==> config.mk <==
export PLATFORM = sky130hd
export DESIGN_NAME = bdpd_port
export DESIGN_NICKNAME = d
export VERILOG_FILES = /design/src/bdpd_pkg.sv /design/src/bdpd_pad_if.sv /design/src/bdpd_pad.sv /design/src/bdpd_port.sv
export SDC_FILE = /design/constraint.sdc
export NUM_CORES = 1
export LEC_CHECK = 0
export BUFFER_PORTS_ARGS = -buffer_cell sky130_fd_sc_hd__clkbuf_2
export CAP_MARGIN = 10
export CORE_ASPECT_RATIO = 1.75
export CORE_UTILIZATION = 44
export CTS_BUF_LIST = sky130_fd_sc_hd__clkbuf_4
export DETAILED_ROUTE_END_ITERATION = 6
export PLACE_DENSITY = 0.84
export RECOVER_POWER = 100
export SETUP_SLACK_MARGIN = 0.4
export SLEW_MARGIN = 20
export SYNTH_ARGS = -nofsm -noshare
export SYNTH_HDL_FRONTEND = slang
export SYNTH_HIERARCHICAL = 1
export SYNTH_SLANG_ARGS = --single-unit
==> constraint.sdc <==
create_clock -name aclk -period 1.39 [get_ports aclk]
set_input_delay 0.139 -clock aclk [delete_from_list [all_inputs] [get_ports aclk]]
set_output_delay 0.139 -clock aclk [all_outputs]
set_load 0.01 [all_outputs]
==> src/bdpd_pkg.sv <==
// constants shared by the bidirectional port d block
package bdpd_pkg;
  localparam int PORT_W = 8;
  localparam int ADDR_W = 8;
  localparam logic [7:0] OFF_VALUE = 8'h00;
  localparam logic [7:0] OFF_DIRECTION = 8'h04;
  localparam logic [7:0] OFF_LATCH = 8'h08;
  localparam logic [7:0] OFF_CONTROL = 8'h0c;
  localparam logic [7:0] OFF_STATUS = 8'h10;
  localparam logic [7:0] RST_DIRECTION = 8'hff;
  localparam logic [7:0] RST_LATCH = 8'h00;
  localparam logic RST_SELECT = 1'h0;
  localparam int CTRL_SELECT_BIT = 0;
  localparam int STAT_SLAVE_BIT = 0;
  localparam int STAT_MULTI_BIT = 1;
  localparam int PWM_B_PIN = 5;
  localparam int PWM_C_PIN = 6;
  localparam int PWM_D_PIN = 7;
  localparam logic [1:0] RESP_OKAY = 2'h0;
  localparam logic [1:0] RESP_SLVERR = 2'h2;
endpackage

==> src/bdpd_pad_if.sv <==
// carrier between register core and pin cells
`timescale 1ns/1ps
interface bdpd_pad_if;
  logic [7:0] dir;
  logic [7:0] lat;
  logic [2:0] pwm_en;
  logic [2:0] pwm_val;
  logic [7:0] pin_sample;
  modport core (output dir, output lat, output pwm_en, output pwm_val, input pin_sample);
  modport pad (input dir, input lat, input pwm_en, input pwm_val, output pin_sample);
endinterface

==> src/bdpd_pad.sv <==
// registered pin cells: driver, enable and input sample per pin
`timescale 1ns/1ps
module bdpd_pad (
  input wire logic aclk,
  input wire logic aresetn,
  bdpd_pad_if.pad p,
  input wire logic [7:0] pin_i,
  output logic [7:0] pin_o,
  output logic [7:0] pin_oe
);
  logic [7:0] drive_d;
  logic [7:0] sample_q;

  genvar i;
  generate
    for (i = 0; i < 8; i++) begin : g_pin
      wire hit_b = (i == bdpd_pkg::PWM_B_PIN) && p.pwm_en[0];
      wire hit_c = (i == bdpd_pkg::PWM_C_PIN) && p.pwm_en[1];
      wire hit_d = (i == bdpd_pkg::PWM_D_PIN) && p.pwm_en[2];
      // pwm owns the pin value while in use; direction still gates the driver
      assign drive_d[i] = hit_b ? p.pwm_val[0] : hit_c ? p.pwm_val[1] :
                          hit_d ? p.pwm_val[2] : p.lat[i];
    end
  endgenerate

  // one process for all pins keeps each vector with a single writer
  always_ff @(posedge aclk) begin
    if (!aresetn) begin
      pin_oe <= 8'h00;
      pin_o <= 8'h00;
      sample_q <= 8'h00;
    end else begin
      pin_oe <= ~p.dir;
      pin_o <= drive_d;
      sample_q <= pin_i;
    end
  end

  assign p.pin_sample = sample_q;
endmodule

==> src/bdpd_port.sv <==
// eight-bit bidirectional port with axi4-lite register access
`timescale 1ns/1ps
module bdpd_port (
  input wire logic aclk,
  input wire logic aresetn,
  input wire logic [7:0] s_axi_awaddr,
  input wire logic s_axi_awvalid,
  output logic s_axi_awready,
  input wire logic [31:0] s_axi_wdata,
  input wire logic [3:0] s_axi_wstrb,
  input wire logic s_axi_wvalid,
  output logic s_axi_wready,
  output logic [1:0] s_axi_bresp,
  output logic s_axi_bvalid,
  input wire logic s_axi_bready,
  input wire logic [7:0] s_axi_araddr,
  input wire logic s_axi_arvalid,
  output logic s_axi_arready,
  output logic [31:0] s_axi_rdata,
  output logic [1:0] s_axi_rresp,
  output logic s_axi_rvalid,
  input wire logic s_axi_rready,
  input wire logic [7:0] pin_i,
  output logic [7:0] pin_o,
  output logic [7:0] pin_oe,
  input wire logic [2:0] pwm_route_en,
  input wire logic [2:0] pwm_output_bcd,
  input wire logic pwm_multi_output,
  output logic parallel_slave_port_active
);
  bdpd_pad_if pif ();

  logic [7:0] dir_q;
  logic [7:0] lat_q;
  logic select_q;
  logic aw_full_q;
  logic w_full_q;
  logic [7:0] awaddr_q;
  logic [7:0] wdata_q;
  logic wstrb_q;
  logic awready_q;
  logic wready_q;
  logic bvalid_q;
  logic [1:0] bresp_q;
  logic arready_q;
  logic rvalid_q;
  logic [31:0] rdata_q;
  logic [1:0] rresp_q;
  logic slave_mode_q;

  // write channel: address and data held independently, committed together
  wire aw_hs = s_axi_awvalid & awready_q;
  wire w_hs = s_axi_wvalid & wready_q;
  wire wr_go = aw_full_q & w_full_q & ~bvalid_q;
  wire aw_full_d = (aw_full_q | aw_hs) & ~wr_go;
  wire w_full_d = (w_full_q | w_hs) & ~wr_go;
  wire bvalid_d = wr_go | (bvalid_q & ~s_axi_bready);
  wire wr_lane = wr_go & wstrb_q;
  wire wr_value = wr_lane && (awaddr_q == bdpd_pkg::OFF_VALUE);
  wire wr_dir = wr_lane && (awaddr_q == bdpd_pkg::OFF_DIRECTION);
  wire wr_lat = wr_lane && (awaddr_q == bdpd_pkg::OFF_LATCH);
  wire wr_ctrl = wr_lane && (awaddr_q == bdpd_pkg::OFF_CONTROL);
  wire wr_known = (awaddr_q == bdpd_pkg::OFF_VALUE) || (awaddr_q == bdpd_pkg::OFF_DIRECTION) ||
                  (awaddr_q == bdpd_pkg::OFF_LATCH) || (awaddr_q == bdpd_pkg::OFF_CONTROL) ||
                  (awaddr_q == bdpd_pkg::OFF_STATUS);
  // value writes land in the latch, never on pins directly
  wire [7:0] lat_d = (wr_value | wr_lat) ? wdata_q : lat_q;

  // read channel
  wire ar_hs = s_axi_arvalid & arready_q;
  wire rvalid_d = ar_hs | (rvalid_q & ~s_axi_rready);
  wire [7:0] status_word = {6'h00, pwm_multi_output, slave_mode_q};
  logic [7:0] rd_byte;
  logic rd_known;
  always_comb begin
    rd_known = 1'b1;
    case (s_axi_araddr)
      bdpd_pkg::OFF_VALUE: rd_byte = pif.pin_sample;
      bdpd_pkg::OFF_DIRECTION: rd_byte = dir_q;
      bdpd_pkg::OFF_LATCH: rd_byte = lat_q;
      bdpd_pkg::OFF_CONTROL: rd_byte = {7'h00, select_q};
      bdpd_pkg::OFF_STATUS: rd_byte = status_word;
      default: begin
        rd_byte = 8'h00;
        rd_known = 1'b0;
      end
    endcase
  end

  // microprocessor mode gives way to multi-output pwm
  wire slave_mode_d = select_q & ~pwm_multi_output;

  always_ff @(posedge aclk) begin
    if (!aresetn) begin
      aw_full_q <= 1'b0;
      w_full_q <= 1'b0;
      awaddr_q <= 8'h00;
      wdata_q <= 8'h00;
      wstrb_q <= 1'b0;
      awready_q <= 1'b0;
      wready_q <= 1'b0;
      bvalid_q <= 1'b0;
      bresp_q <= bdpd_pkg::RESP_OKAY;
    end else begin
      aw_full_q <= aw_full_d;
      w_full_q <= w_full_d;
      if (aw_hs) begin
        awaddr_q <= s_axi_awaddr;
      end
      if (w_hs) begin
        wdata_q <= s_axi_wdata[7:0];
        wstrb_q <= s_axi_wstrb[0];
      end
      // ready stays low while a word is held or a response is pending
      awready_q <= ~aw_full_d & ~bvalid_d;
      wready_q <= ~w_full_d & ~bvalid_d;
      bvalid_q <= bvalid_d;
      if (wr_go) begin
        bresp_q <= wr_known ? bdpd_pkg::RESP_OKAY : bdpd_pkg::RESP_SLVERR;
      end
    end
  end

  always_ff @(posedge aclk) begin
    if (!aresetn) begin
      dir_q <= bdpd_pkg::RST_DIRECTION;
      lat_q <= bdpd_pkg::RST_LATCH;
      select_q <= bdpd_pkg::RST_SELECT;
      slave_mode_q <= 1'b0;
    end else begin
      if (wr_dir) begin
        dir_q <= wdata_q;
      end
      lat_q <= lat_d;
      if (wr_ctrl) begin
        select_q <= wdata_q[bdpd_pkg::CTRL_SELECT_BIT];
      end
      slave_mode_q <= slave_mode_d;
    end
  end

  always_ff @(posedge aclk) begin
    if (!aresetn) begin
      arready_q <= 1'b0;
      rvalid_q <= 1'b0;
      rdata_q <= 32'h0000_0000;
      rresp_q <= bdpd_pkg::RESP_OKAY;
    end else begin
      arready_q <= ~rvalid_d;
      rvalid_q <= rvalid_d;
      if (ar_hs) begin
        rdata_q <= {24'h00_0000, rd_byte};
        rresp_q <= rd_known ? bdpd_pkg::RESP_OKAY : bdpd_pkg::RESP_SLVERR;
      end
    end
  end

  assign pif.dir = dir_q;
  assign pif.lat = lat_q;
  assign pif.pwm_en = pwm_route_en;
  assign pif.pwm_val = pwm_output_bcd;

  bdpd_pad u_pad (
    .aclk(aclk),
    .aresetn(aresetn),
    .p(pif.pad),
    .pin_i(pin_i),
    .pin_o(pin_o),
    .pin_oe(pin_oe)
  );

  assign s_axi_awready = awready_q;
  assign s_axi_wready = wready_q;
  assign s_axi_bvalid = bvalid_q;
  assign s_axi_bresp = bresp_q;
  assign s_axi_arready = arready_q;
  assign s_axi_rvalid = rvalid_q;
  assign s_axi_rdata = rdata_q;
  assign s_axi_rresp = rresp_q;
  assign parallel_slave_port_active = slave_mode_q;
endmodule

# Word level (Yosys, flattened, before mapping)
# Cells that the tools add are included.
[op_classes] eq_ne=8 n_reduce_logical=11 mux=7 bitwise_logic=28
[op_table] op="$pmux W8 S5" count=1
[op_table] op="$eq A8 B4 Y1 const B" count=4
[op_table] op="$eq A8 B3 Y1 const B" count=2
[op_table] op="$eq A8 B5 Y1 const B" count=2
[op_table] op="$logic_not A8 Y1" count=2
[op_table] op="$and A1 B1 Y1" count=13
[op_table] op="$not A1 Y1" count=9
[op_table] op="$not A8 Y8" count=1
[op_table] op="$or A1 B1 Y1" count=5
[op_table] op="$reduce_or A5 Y1" count=1
[op_table] op="$logic_and A1 B1 Y1" count=4
[op_table] op="$logic_or A1 B1 Y1" count=4
[op_table] op="$mux W1" count=4
[op_table] op="$mux W2" count=2
[totals] word_cells=74 regBits=78 out_inout_bits=58 in_bits=74

# Depth between registers and ports, before layout
# Gate-level depths: netlist of run 1.
[logic_depth] ltp_word=6 mapped_depth=5 ltp_nobuf=4

# Modules after synthesis
# Netlist of run 1, hierarchy kept.
[by_module_without_submodules] mod="bdpd_port" seq_area_each_um2=1041.0 instances=1 cells_each=271 area_per_inst_um2=2383.5
[by_module_without_submodules] mod="bdpd_pad" seq_area_each_um2=480.5 instances=1 cells_each=53 area_per_inst_um2=673.1

# Least setup slack after synthesis of run 1
# Ideal clock, no wire load.
[synth_timing] path_kind="reg-to-reg" start="reg bvalid_q (netlist: s_axi_bvalid)" end="reg dir_q[0]" stages_incl_launch_ff=6 setup_time_ps=131 slack_ps=82 arrival_time_ps=1177 required_ps=1259 path_buffers=1 synth_period_minus_slack_ps=1308 path_cell_list="dfxtp_1 -> and3b_1 -> nand4b_1 -> buf_2 -> mux2i_1 -> nand2_1"
[synth_between] elab_chain_cells=4
[synth_lines] item="start: declaration" line_no="bdpd_port.sv:43" text="logic bvalid_q;"
[synth_lines] item="start signal: assignment" line_no="bdpd_port.sv:117" text="bvalid_q <= bvalid_d;"
[synth_lines] item="$not A1 Y1" line_no="bdpd_port.sv:54" text="wire wr_go = aw_full_q & w_full_q & ~bvalid_q;"
[synth_lines] item="$and A1 B1 Y1" line_no="bdpd_port.sv:54"
[synth_lines] item="$and A1 B1 Y1" line_no="bdpd_port.sv:58" text="wire wr_lane = wr_go & wstrb_q;"
[synth_lines] item="$logic_and A1 B1 Y1" line_no="bdpd_port.sv:60" text="wire wr_dir = wr_lane && (awaddr_q == bdpd_pkg::OFF_DIRECTION);"
[synth_lines] item="end signal: assignment" line_no="bdpd_port.sv:126" text="dir_q <= bdpd_pkg::RST_DIRECTION;"
[synth_lines] item="end signal: assignment" line_no="bdpd_port.sv:132" text="dir_q <= wdata_q;"
[synth_lines] item="end: declaration" line_no="bdpd_port.sv:33" text="logic [7:0] dir_q;"
# No other way between the ends.
# A chain may end at the register's enable or synchronous reset.

# Worst setup path in the final report of run 1
[layout_timing] start="reg awaddr_q[1]" end="reg dir_q[6]"
[layout_between] elab_chain_cells=2
[layout_lines] item="start: declaration" line_no="bdpd_port.sv:38" text="logic [7:0] awaddr_q;"
[layout_lines] item="start signal: assignment" line_no="bdpd_port.sv:108" text="awaddr_q <= s_axi_awaddr;"
[layout_lines] item="$eq A8 B3 Y1" line_no="bdpd_port.sv:60"
[layout_lines] item="$logic_and A1 B1 Y1" line_no="bdpd_port.sv:60"
# No other way between the ends.

==> results of run 1 <==
[worst register-to-register path: cells and delay by family (launching register included)]
| kind | cells | cell delay (ns) |
|---|---|---|
| buffers and inverters | 1 | 0.17 |
| AND/OR/NAND/NOR | 3 | 0.58 |
| flip-flops | 1 | 0.35 |
| multiplexers | 1 | 0.15 |
[sequential cells by signal, summed over array words and instances, names as in the netlist, 8 cells and up]
| name | flops |
|---|---|
| awaddr_q | 8 |
| dir_q | 8 |
| lat_q | 8 |
| s_axi_rdata | 8 |
| u_pad/p.pin_sample | 8 |
| u_pad/pin_o | 8 |
| u_pad/pin_oe | 8 |
| wdata_q | 8 |
[worst min path at each step]
stage               slack, ns                    end  depth (start not counted)       startpoint
floorplan                0.26  u_pad/p.pin_sample[2]                          1         pin_i[2]
global placement         0.35  u_pad/p.pin_sample[6]                          2         pin_i[6]
detailed placement       0.35  u_pad/p.pin_sample[3]                          2         pin_i[3]
CTS                      0.03         s_axi_rresp[1]                          3  s_axi_araddr[6]
global route             0.07  u_pad/p.pin_sample[0]                          2          aresetn
finish                   0.08         s_axi_rresp[1]                          3  s_axi_araddr[6]
[through the flow]
step           cell area (um^2)  power, W  TNS [ns]  setup WS (ns)  hold WS, ns
5_1_grt                    4180   0.00420    -0.151        -0.0429       0.0692
4_1_cts                    3990   0.00402         0         0.0423       0.0277
6_report                   4180   0.00401         0         0.0188       0.0765
3_5_place_dp               3450   0.00267   -0.0879        -0.0210        0.351
3_3_place_gp               3450   0.00266         0         0.0513        0.347
2_1_floorplan              3160   0.00259         0          0.103        0.261
[cell usage after synthesis (6+ instances only)]
cell | count | area [um^2]
dfxtp_1 | 76 | 1520
nand2_1 | 63 | 236
buf_4 | 27 | 203
mux2i_1 | 20 | 200
a21boi_0 | 19 | 143
and2_1 | 16 | 100
nor2b_1 | 12 | 75.1
nor2_1 | 11 | 41.3
o21ai_1 | 10 | 50.1
clkbuf_1 | 9 | 33.8
o21ai_2 | 8 | 70.1
nand3_1 | 7 | 35.0
a21oi_1 | 6 | 30.0
[final cells by class]
class / instances / area [um^2] / share of cell area (%)
sequential: 76 / 1550 / 37.2
multi-input combinational: 232 / 1410 / 33.7
timing repair buffer: 125 / 990 / 23.7
tap: 82 / 103 / 2.46
clock buffer: 11 / 82.6 / 1.98
clock inverter: 4 / 41.3 / 0.989
[layer usage]
layer  share of wire, %  wire length, um  vias to the layer above  global-route usage (%)
li1                   -                -                     1270                       -
met1                 38             2520                     1138                    20.3
met2                 55             3650                       89                    34.3
met3                4.6              309                       13                    4.47
met4                2.6              175                        0                    11.4
met5                  0                0                        -                       0
[power groups by stage]
| stage | Combinational, W | Clock, W | Sequential (W) |
|---|---|---|---|
| floorplan | 0.000267 | 0 | 0.00232 |
| finish | 0.000464 | 0.00126 | 0.00228 |
| detailed placement | 0.000348 | 0 | 0.00232 |
| CTS | 0.000436 | 0.00130 | 0.00228 |
| global placement | 0.000338 | 0 | 0.00232 |
| global route | 0.000513 | 0.00139 | 0.00229 |
[cells in the final DEF, fill, tap and decap left out, drive strengths merged, types with 2 or more instances in the layout]
cell and n:
clkbuf 57, nor3 2, a21boi 19, dfxtp 76, a21oi 6, conb 26
o21ai 20, nand3b 2, nand2b 3, mux2i 20, dlygate4sd3 34, nor3b 2
nand2 63, and3b 2, nand4b 5, and3 3, nand3 9, buf 45
nor2 11, and2 16, clkinv 3, nor2b 12
[cell families after synthesis]
family / synth area share, %
AO/OA/AOI/OAI: 10.7
buffers and inverters: 8.76
flip-flops: 49.8
multiplexers: 6.55
other: 0.123
AND/OR/NAND/NOR: 24.1
[repair_timing]
action                                  4_1_cts  5_1_grt
resized for setup                            26       68
pin swaps                                     7        4
endpoints found under the hold margin        31        0
hold buffers                                 34        0
setup buffers                                 3        3
gates cloned                                  0        0
endpoints found under the setup margin       75       65
==> implementation parameters, run 1 <==
Parameter                              Value

Power
  Clock Power Share    between 30% and 40%
  Int Pwr    0.00305 W
  Proportion of power drawn by combinational gates    approximately 12%
  Switching Power    0.000957 W
  Switching fraction of total power    23.9%
  VDD IR-drop max    roughly 0.6 mV
  Static leakage    around 1.9 nW
  Sequential share of power    between 50 and 60%
  Power density relative to cell area    between 900 and 1000 nW/um^2

Route
  Routed Antenna Nets    0
  Via total after detailed routing    between 2000 and 3000
  Post-DR vias/cell    between 4 and 5
  Post-Route WL    about 6.7 mm
  Post-DR wirelength/cell    12.6 um
  Detailed-routing iteration count for the pre-antenna-repair pass    4
  Number of remaining DRC errors    0
  Number of violations reported at the end of detailed-routing iteration 0    between 100 and 150

Clock network
  CTS tree    done
  Sink count of the clock tree    76
  CTS Buf Count    9
  Maximum buffer depth of the clock tree    2
  Clk Tree Root Cell    clkbuf_4
  Insertion delay to the later sink of the worst-skew pair    0.42 ns
  Deepest level of the CTS H-tree    3
  Clock transition at the register clock pins on the worst setup and hold paths after CTS    around 0.11 ns

Global route
  Total Routing Usage GR    approximately a fifth
  First-pass GRT wire length    about 11 mm
  Pin count of the biggest net entering global routing    47
  Via count of the first global-routing pass    between 2000 and 3000
  Grt ovf    0
  Initial antenna violation count    0

Synthesis
  Leading register cell type out of synthesis    dfxtp_1
  Number of flops mapped to enable cells by yosys    0
  Number of instances in the synthesized netlist    approximately 320
  Sequential share of the synthesized area    approximately half
  Library cells used by synthesis    37
  Post-synthesis instance area    between 3000 and 4000 um^2
  Syn_area_per_cell    between 9 and 10 um^2
  Synth Register Bits    76
  Post-synth ARST share    0%
  Synth warn    6

Placed design
  Number of placed instances with taps included    between 400 and 500
  Port-buffer cells    approximately 80
  HPWL after detailed placement    between 4 and 5 mm
  Routability-driven placement congestion ratio    0.819

Critical path
  Buffer and inverter count on the worst path    1
  Depth of the critical timing path with buffers and inverters included    5
  Critical Path Slowest Stage Cell    dfxtp_2
  CP Capture Point    dir_q[6]
  Cell family with the largest share of critical-path delay    simple AND/OR/NAND/NOR gates
  Slack of the worst reg-to-reg path    ~0.019 ns
  Logic depth of the worst register-to-register path    5
  Critical Path Fanout Max    8
  Start of the worst register-to-register path    awaddr_q[1]
  Crit path launch    awaddr_q[1]
  Endpoint of the lowest-slack register-to-register path    dir_q[6]
  Arrival time of the worst setup path    between 1.5 and 2 ns
  CP Capture Type    register
  Cells along the critical path    nor4_4 > nand4b_1 > buf_6 > mux2i_1 > nand2_1
  Crit path kind    register to register
  Startpoint Class    register
  Worst stage delay on the critical path    about 0.35 ns
  WP data required    between 1.5 and 2 ns

Hold path
  Path category of the worst min-delay check    input port to register

Final layout
  Count of fill cells added during filler insertion    roughly 550
  Antenna diode count    0
  Synth-to-layout area growth    36.6%
  Fraction of layout cells with a size suffix above 1    between 30% and 40%
  Final Util    roughly 63%
  Non-filler cells, final    530
  Final net count    518

Floorplanning
  Number of placement rows    39
  Core area    around 6600 um^2
  Die Width    approximately 65 um
  Die boundary height    around 110 um
  Initial Utilization    about 46%
  Number of top-level pins    132
  Die Outline Area    between 7000 and 8000 um^2

STA
  Final hold viol count    0
  Setup-failing EPs final    0
  Slew Limit Fails    0
  Setup repair after global routing missed its margin    yes
  Period Utilization, post-route    a little over nine tenths
  Highest achievable clock rate    between 700 and 800 MHz
  Final critical path time including I/O delays and setup    roughly 1.4 ns
  Post-Route Skew    ~0.011 ns

Status
  Result of the run    completed

Flow run
  Count of maximum capacitance violations    0
Power figures use the tool's default switching activity.
==> run 2: changes to the inputs <==
Settings changed: SLEW_MARGIN 20 to default.
Clock period 1.39 ns to 1.1 ns, I/O delays scaled along.
==> run 2 against run 1 <==
Against the previous run:
- the flow now finishes with violations (negative hold slack, negative setup slack)
- non-clock buffer count is 11 higher
- count of clock-buffer cells in the layout fell by 2
- largest power group unchanged
- cell count grew 2.6%
- critical endpoint unchanged
==> implementation parameters, run 2 (synthesis results as in run 1) <==
Parameter                              Value

Placed design
  HPWL after detailed placement    4.55 mm (was 4.40 mm)
  Routability-driven placement congestion ratio    0.775 (was 0.819)
  Port-buffer cells    78 (unchanged)
  Placed cell areas    3570 um^2 (was 3450 um^2)
  Number of placed instances with taps included    486 (was 475)

Critical path
  Cell family with the largest share of critical-path delay    simple AND/OR/NAND/NOR gates (unchanged)
  Critical Path Slowest Stage Cell    dfxtp_2 (unchanged)
  Arrival time of the worst setup path    1.66 ns (about the same)
  Crit path kind    register to register (unchanged)
  Cells along the critical path    nor4_4 > nand4b_1 > buf_6 > mux2i_1 > nand2_1 (unchanged)
  Worst stage delay on the critical path    0.35 ns (about the same)
  WP data required    1.41 ns (was 1.68 ns)
  CP Capture Type    register (unchanged)
  Startpoint Class    register (unchanged)
  Slack of the worst reg-to-reg path    -0.26 ns (was 0.02 ns)
  Buffer and inverter count on the worst path    1 (unchanged)
  Critical Path Fanout Max    8 (unchanged)

Final layout
  Leading cell type in the layout, fill and taps excluded    clkbuf_2 (was nand2_1)
  Synth-to-layout area growth    45.1% (was 36.6%)
  Antenna diode count    0 (unchanged)
  Fraction of layout cells with a size suffix above 1    44.4% (was 33.9%)
  Non-filler cells, final    544 (was 530)
  Post-route design area    4440 um^2 (was 4180 um^2)
  Leading cell types in the layout, fill and taps excluded    clkbuf_2 (46), dfxtp_1 (45), nand2_1 (44) (was nand2_1 (62), dfxtp_1 (51), clkbuf_2 (46))
  Count of fill cells added during filler insertion    530 (was 549)
  Final net count    531 (was 518)

Power
  Sequential share of power    57.9% (was 56.9%)
  Static leakage    2.02 nW (was 1.89 nW)
  Switching Power    0.00132 W (was 0.000957 W)
  Int Pwr    0.00365 W (was 0.00305 W)
  Switching fraction of total power    26.6% (was 23.9%)
  VDD IR-drop max    0.806 mV (was 0.615 mV)
  Power density relative to cell area    1120 nW/um^2 (was 960 nW/um^2)
  Clock Power Share    28.0% (was 31.5%)
  Post-route total power    0.00497 W (was 0.00401 W)
  Proportion of power drawn by combinational gates    14.1% (was 11.6%)

Clock network
  CTS Buf Count    9 (unchanged)
  Sink count of the clock tree    76 (unchanged)
  Maximum buffer depth of the clock tree    2 (unchanged)
  CTS tree    done (unchanged)
  Clock transition at the register clock pins on the worst setup and hold paths after CTS    0.11 ns (about the same)
  Insertion delay to the later sink of the worst-skew pair    0.41 ns (was 0.42 ns)
  Clk Tree Root Cell    clkbuf_4 (unchanged)
  # hold bufs at CTS    32 (was 34)
  Deepest level of the CTS H-tree    3 (unchanged)

STA
  Hold slack final    -0.0289 ns (was 0.0765 ns)
  Highest achievable clock rate    738 MHz (was 729 MHz)
  Final total negative setup slack    -4.92 ns (was 0 ns)
  Setup repair after global routing missed its margin    yes (unchanged)
  Final setup slack of the worst path    -0.255 ns (was 0.0188 ns)
  Final hold viol count    1 (was 0)
  Slew Limit Fails    0 (unchanged)
  Setup-failing EPs final    25 (was 0)
  Period Utilization, post-route    123% (was 98.6%)
  Final critical path time including I/O delays and setup    1.36 ns (was 1.37 ns)
  Post-Route Skew    0.00971 ns (was 0.0108 ns)

Route
  Number of remaining DRC errors    0 (unchanged)
  Post-DR wirelength/cell    12.7 um (was 12.6 um)
  Routed Antenna Nets    0 (unchanged)
  Via total after detailed routing    2540 (was 2510)
  Number of violations reported at the end of detailed-routing iteration 0    118 (was 123)
  Post-Route WL    6.90 mm (was 6.66 mm)
  Post-DR vias/cell    4.67 (was 4.74)
  Detailed-routing iteration count for the pre-antenna-repair pass    4 (unchanged)

Global route
  First-pass GRT wire length    11.1 mm (was 10.9 mm)
  Global Route met2 Usage    36.5% (was 34.3%)
  Via count of the first global-routing pass    2533 (was 2506)
  Total Routing Usage GR    20.2% (was 19.4%)
  Global routing usage on met3    5.49% (was 4.47%)
  Initial antenna violation count    0 (unchanged)
  GR met1 Demand/Resource    21.1% (was 20.3%)
  Pin count of the biggest net entering global routing    56 (was 47)
  Busiest layer in global routing    met2 (unchanged)
  Grt ovf    0 (unchanged)

Floorplanning
  Initial Utilization    46.1% (unchanged)
  Die boundary height    112 um (unchanged)
  Number of top-level pins    132 (unchanged)
  Number of placement rows    39 (unchanged)
  Die Width    65.0 um (unchanged)
  Core area    6640 um^2 (unchanged)
  Die Outline Area    7300 um^2 (unchanged)

Flow run
  Count of maximum capacitance violations    0 (unchanged)

Status
  Failing checks    negative hold slack, negative setup slack
  Result of the run    finished, violations left (was completed)

Hold path
  Path category of the worst min-delay check    input port to register (unchanged)
## run 2: stage by stage
stage	setup WS [ns]	utilization [%]
2_1_floorplan	-0.185	-
3_3_place_gp	-0.223	53.7
3_5_place_dp	-0.271	53.7
4_1_cts	-0.273	62.9
5_1_grt	-0.360	66.8
6_report	-0.255	66.8
## run 2: power groups by stage
stage                     logic [W]  clock network, W  registers [W]
after floorplan            0.000367                 0        0.00294
after global routing       0.000762           0.00158        0.00289
final                      0.000700           0.00139        0.00288
after global placement     0.000476                 0        0.00293
after detailed placement   0.000490                 0        0.00294
after CTS                  0.000636           0.00143        0.00287
## run 2: final cells by class
cell class                 count  area (um^2)  share of cell area (%)
tap                           82          103                    2.31
sequential                    76         1560                    35.2
clock inverter                 7         43.8                   0.987
multi-input combinational    234         1530                    34.5
clock buffer                   9         67.6                    1.52
timing repair buffer         136         1130                    25.4
## run 2: path summary, 6_finish.rpt
check	depth (start not counted)	end	from
worst max-delay path	5	dir_q[6]	awaddr_q[1]
worst min-delay path	3	s_axi_bvalid	s_axi_bready
worst max register to register	5	dir_q[6]	awaddr_q[1]
worst min register to register	1	u_pad/pin_oe[2]	dir_q[2]
## run 2: worst min-delay path, cell delays in order
cell	delay (ns)
clkbuf_2	0.07
nand2b_1	0.10
a21boi_1	0.07
## run 2: per-layer routing
layer / vias to the layer above / wire (um)
met4: 0 / 126
met3: 11 / 255
met5: - / 0
li1: 1303 / -
met2: 77 / 3840
met1: 1149 / 2680
## run 2: repair_timing
| action | 4_1_cts | 5_1_grt |
|---|---|---|
| endpoints found under the setup margin | 83 | 86 |
| pin swaps | 10 | 14 |
| resized for setup | 44 | 92 |
| endpoints found under the hold margin | 31 | 1 |
| gates cloned | 2 | 0 |
| buffers inserted | 5 | 3 |
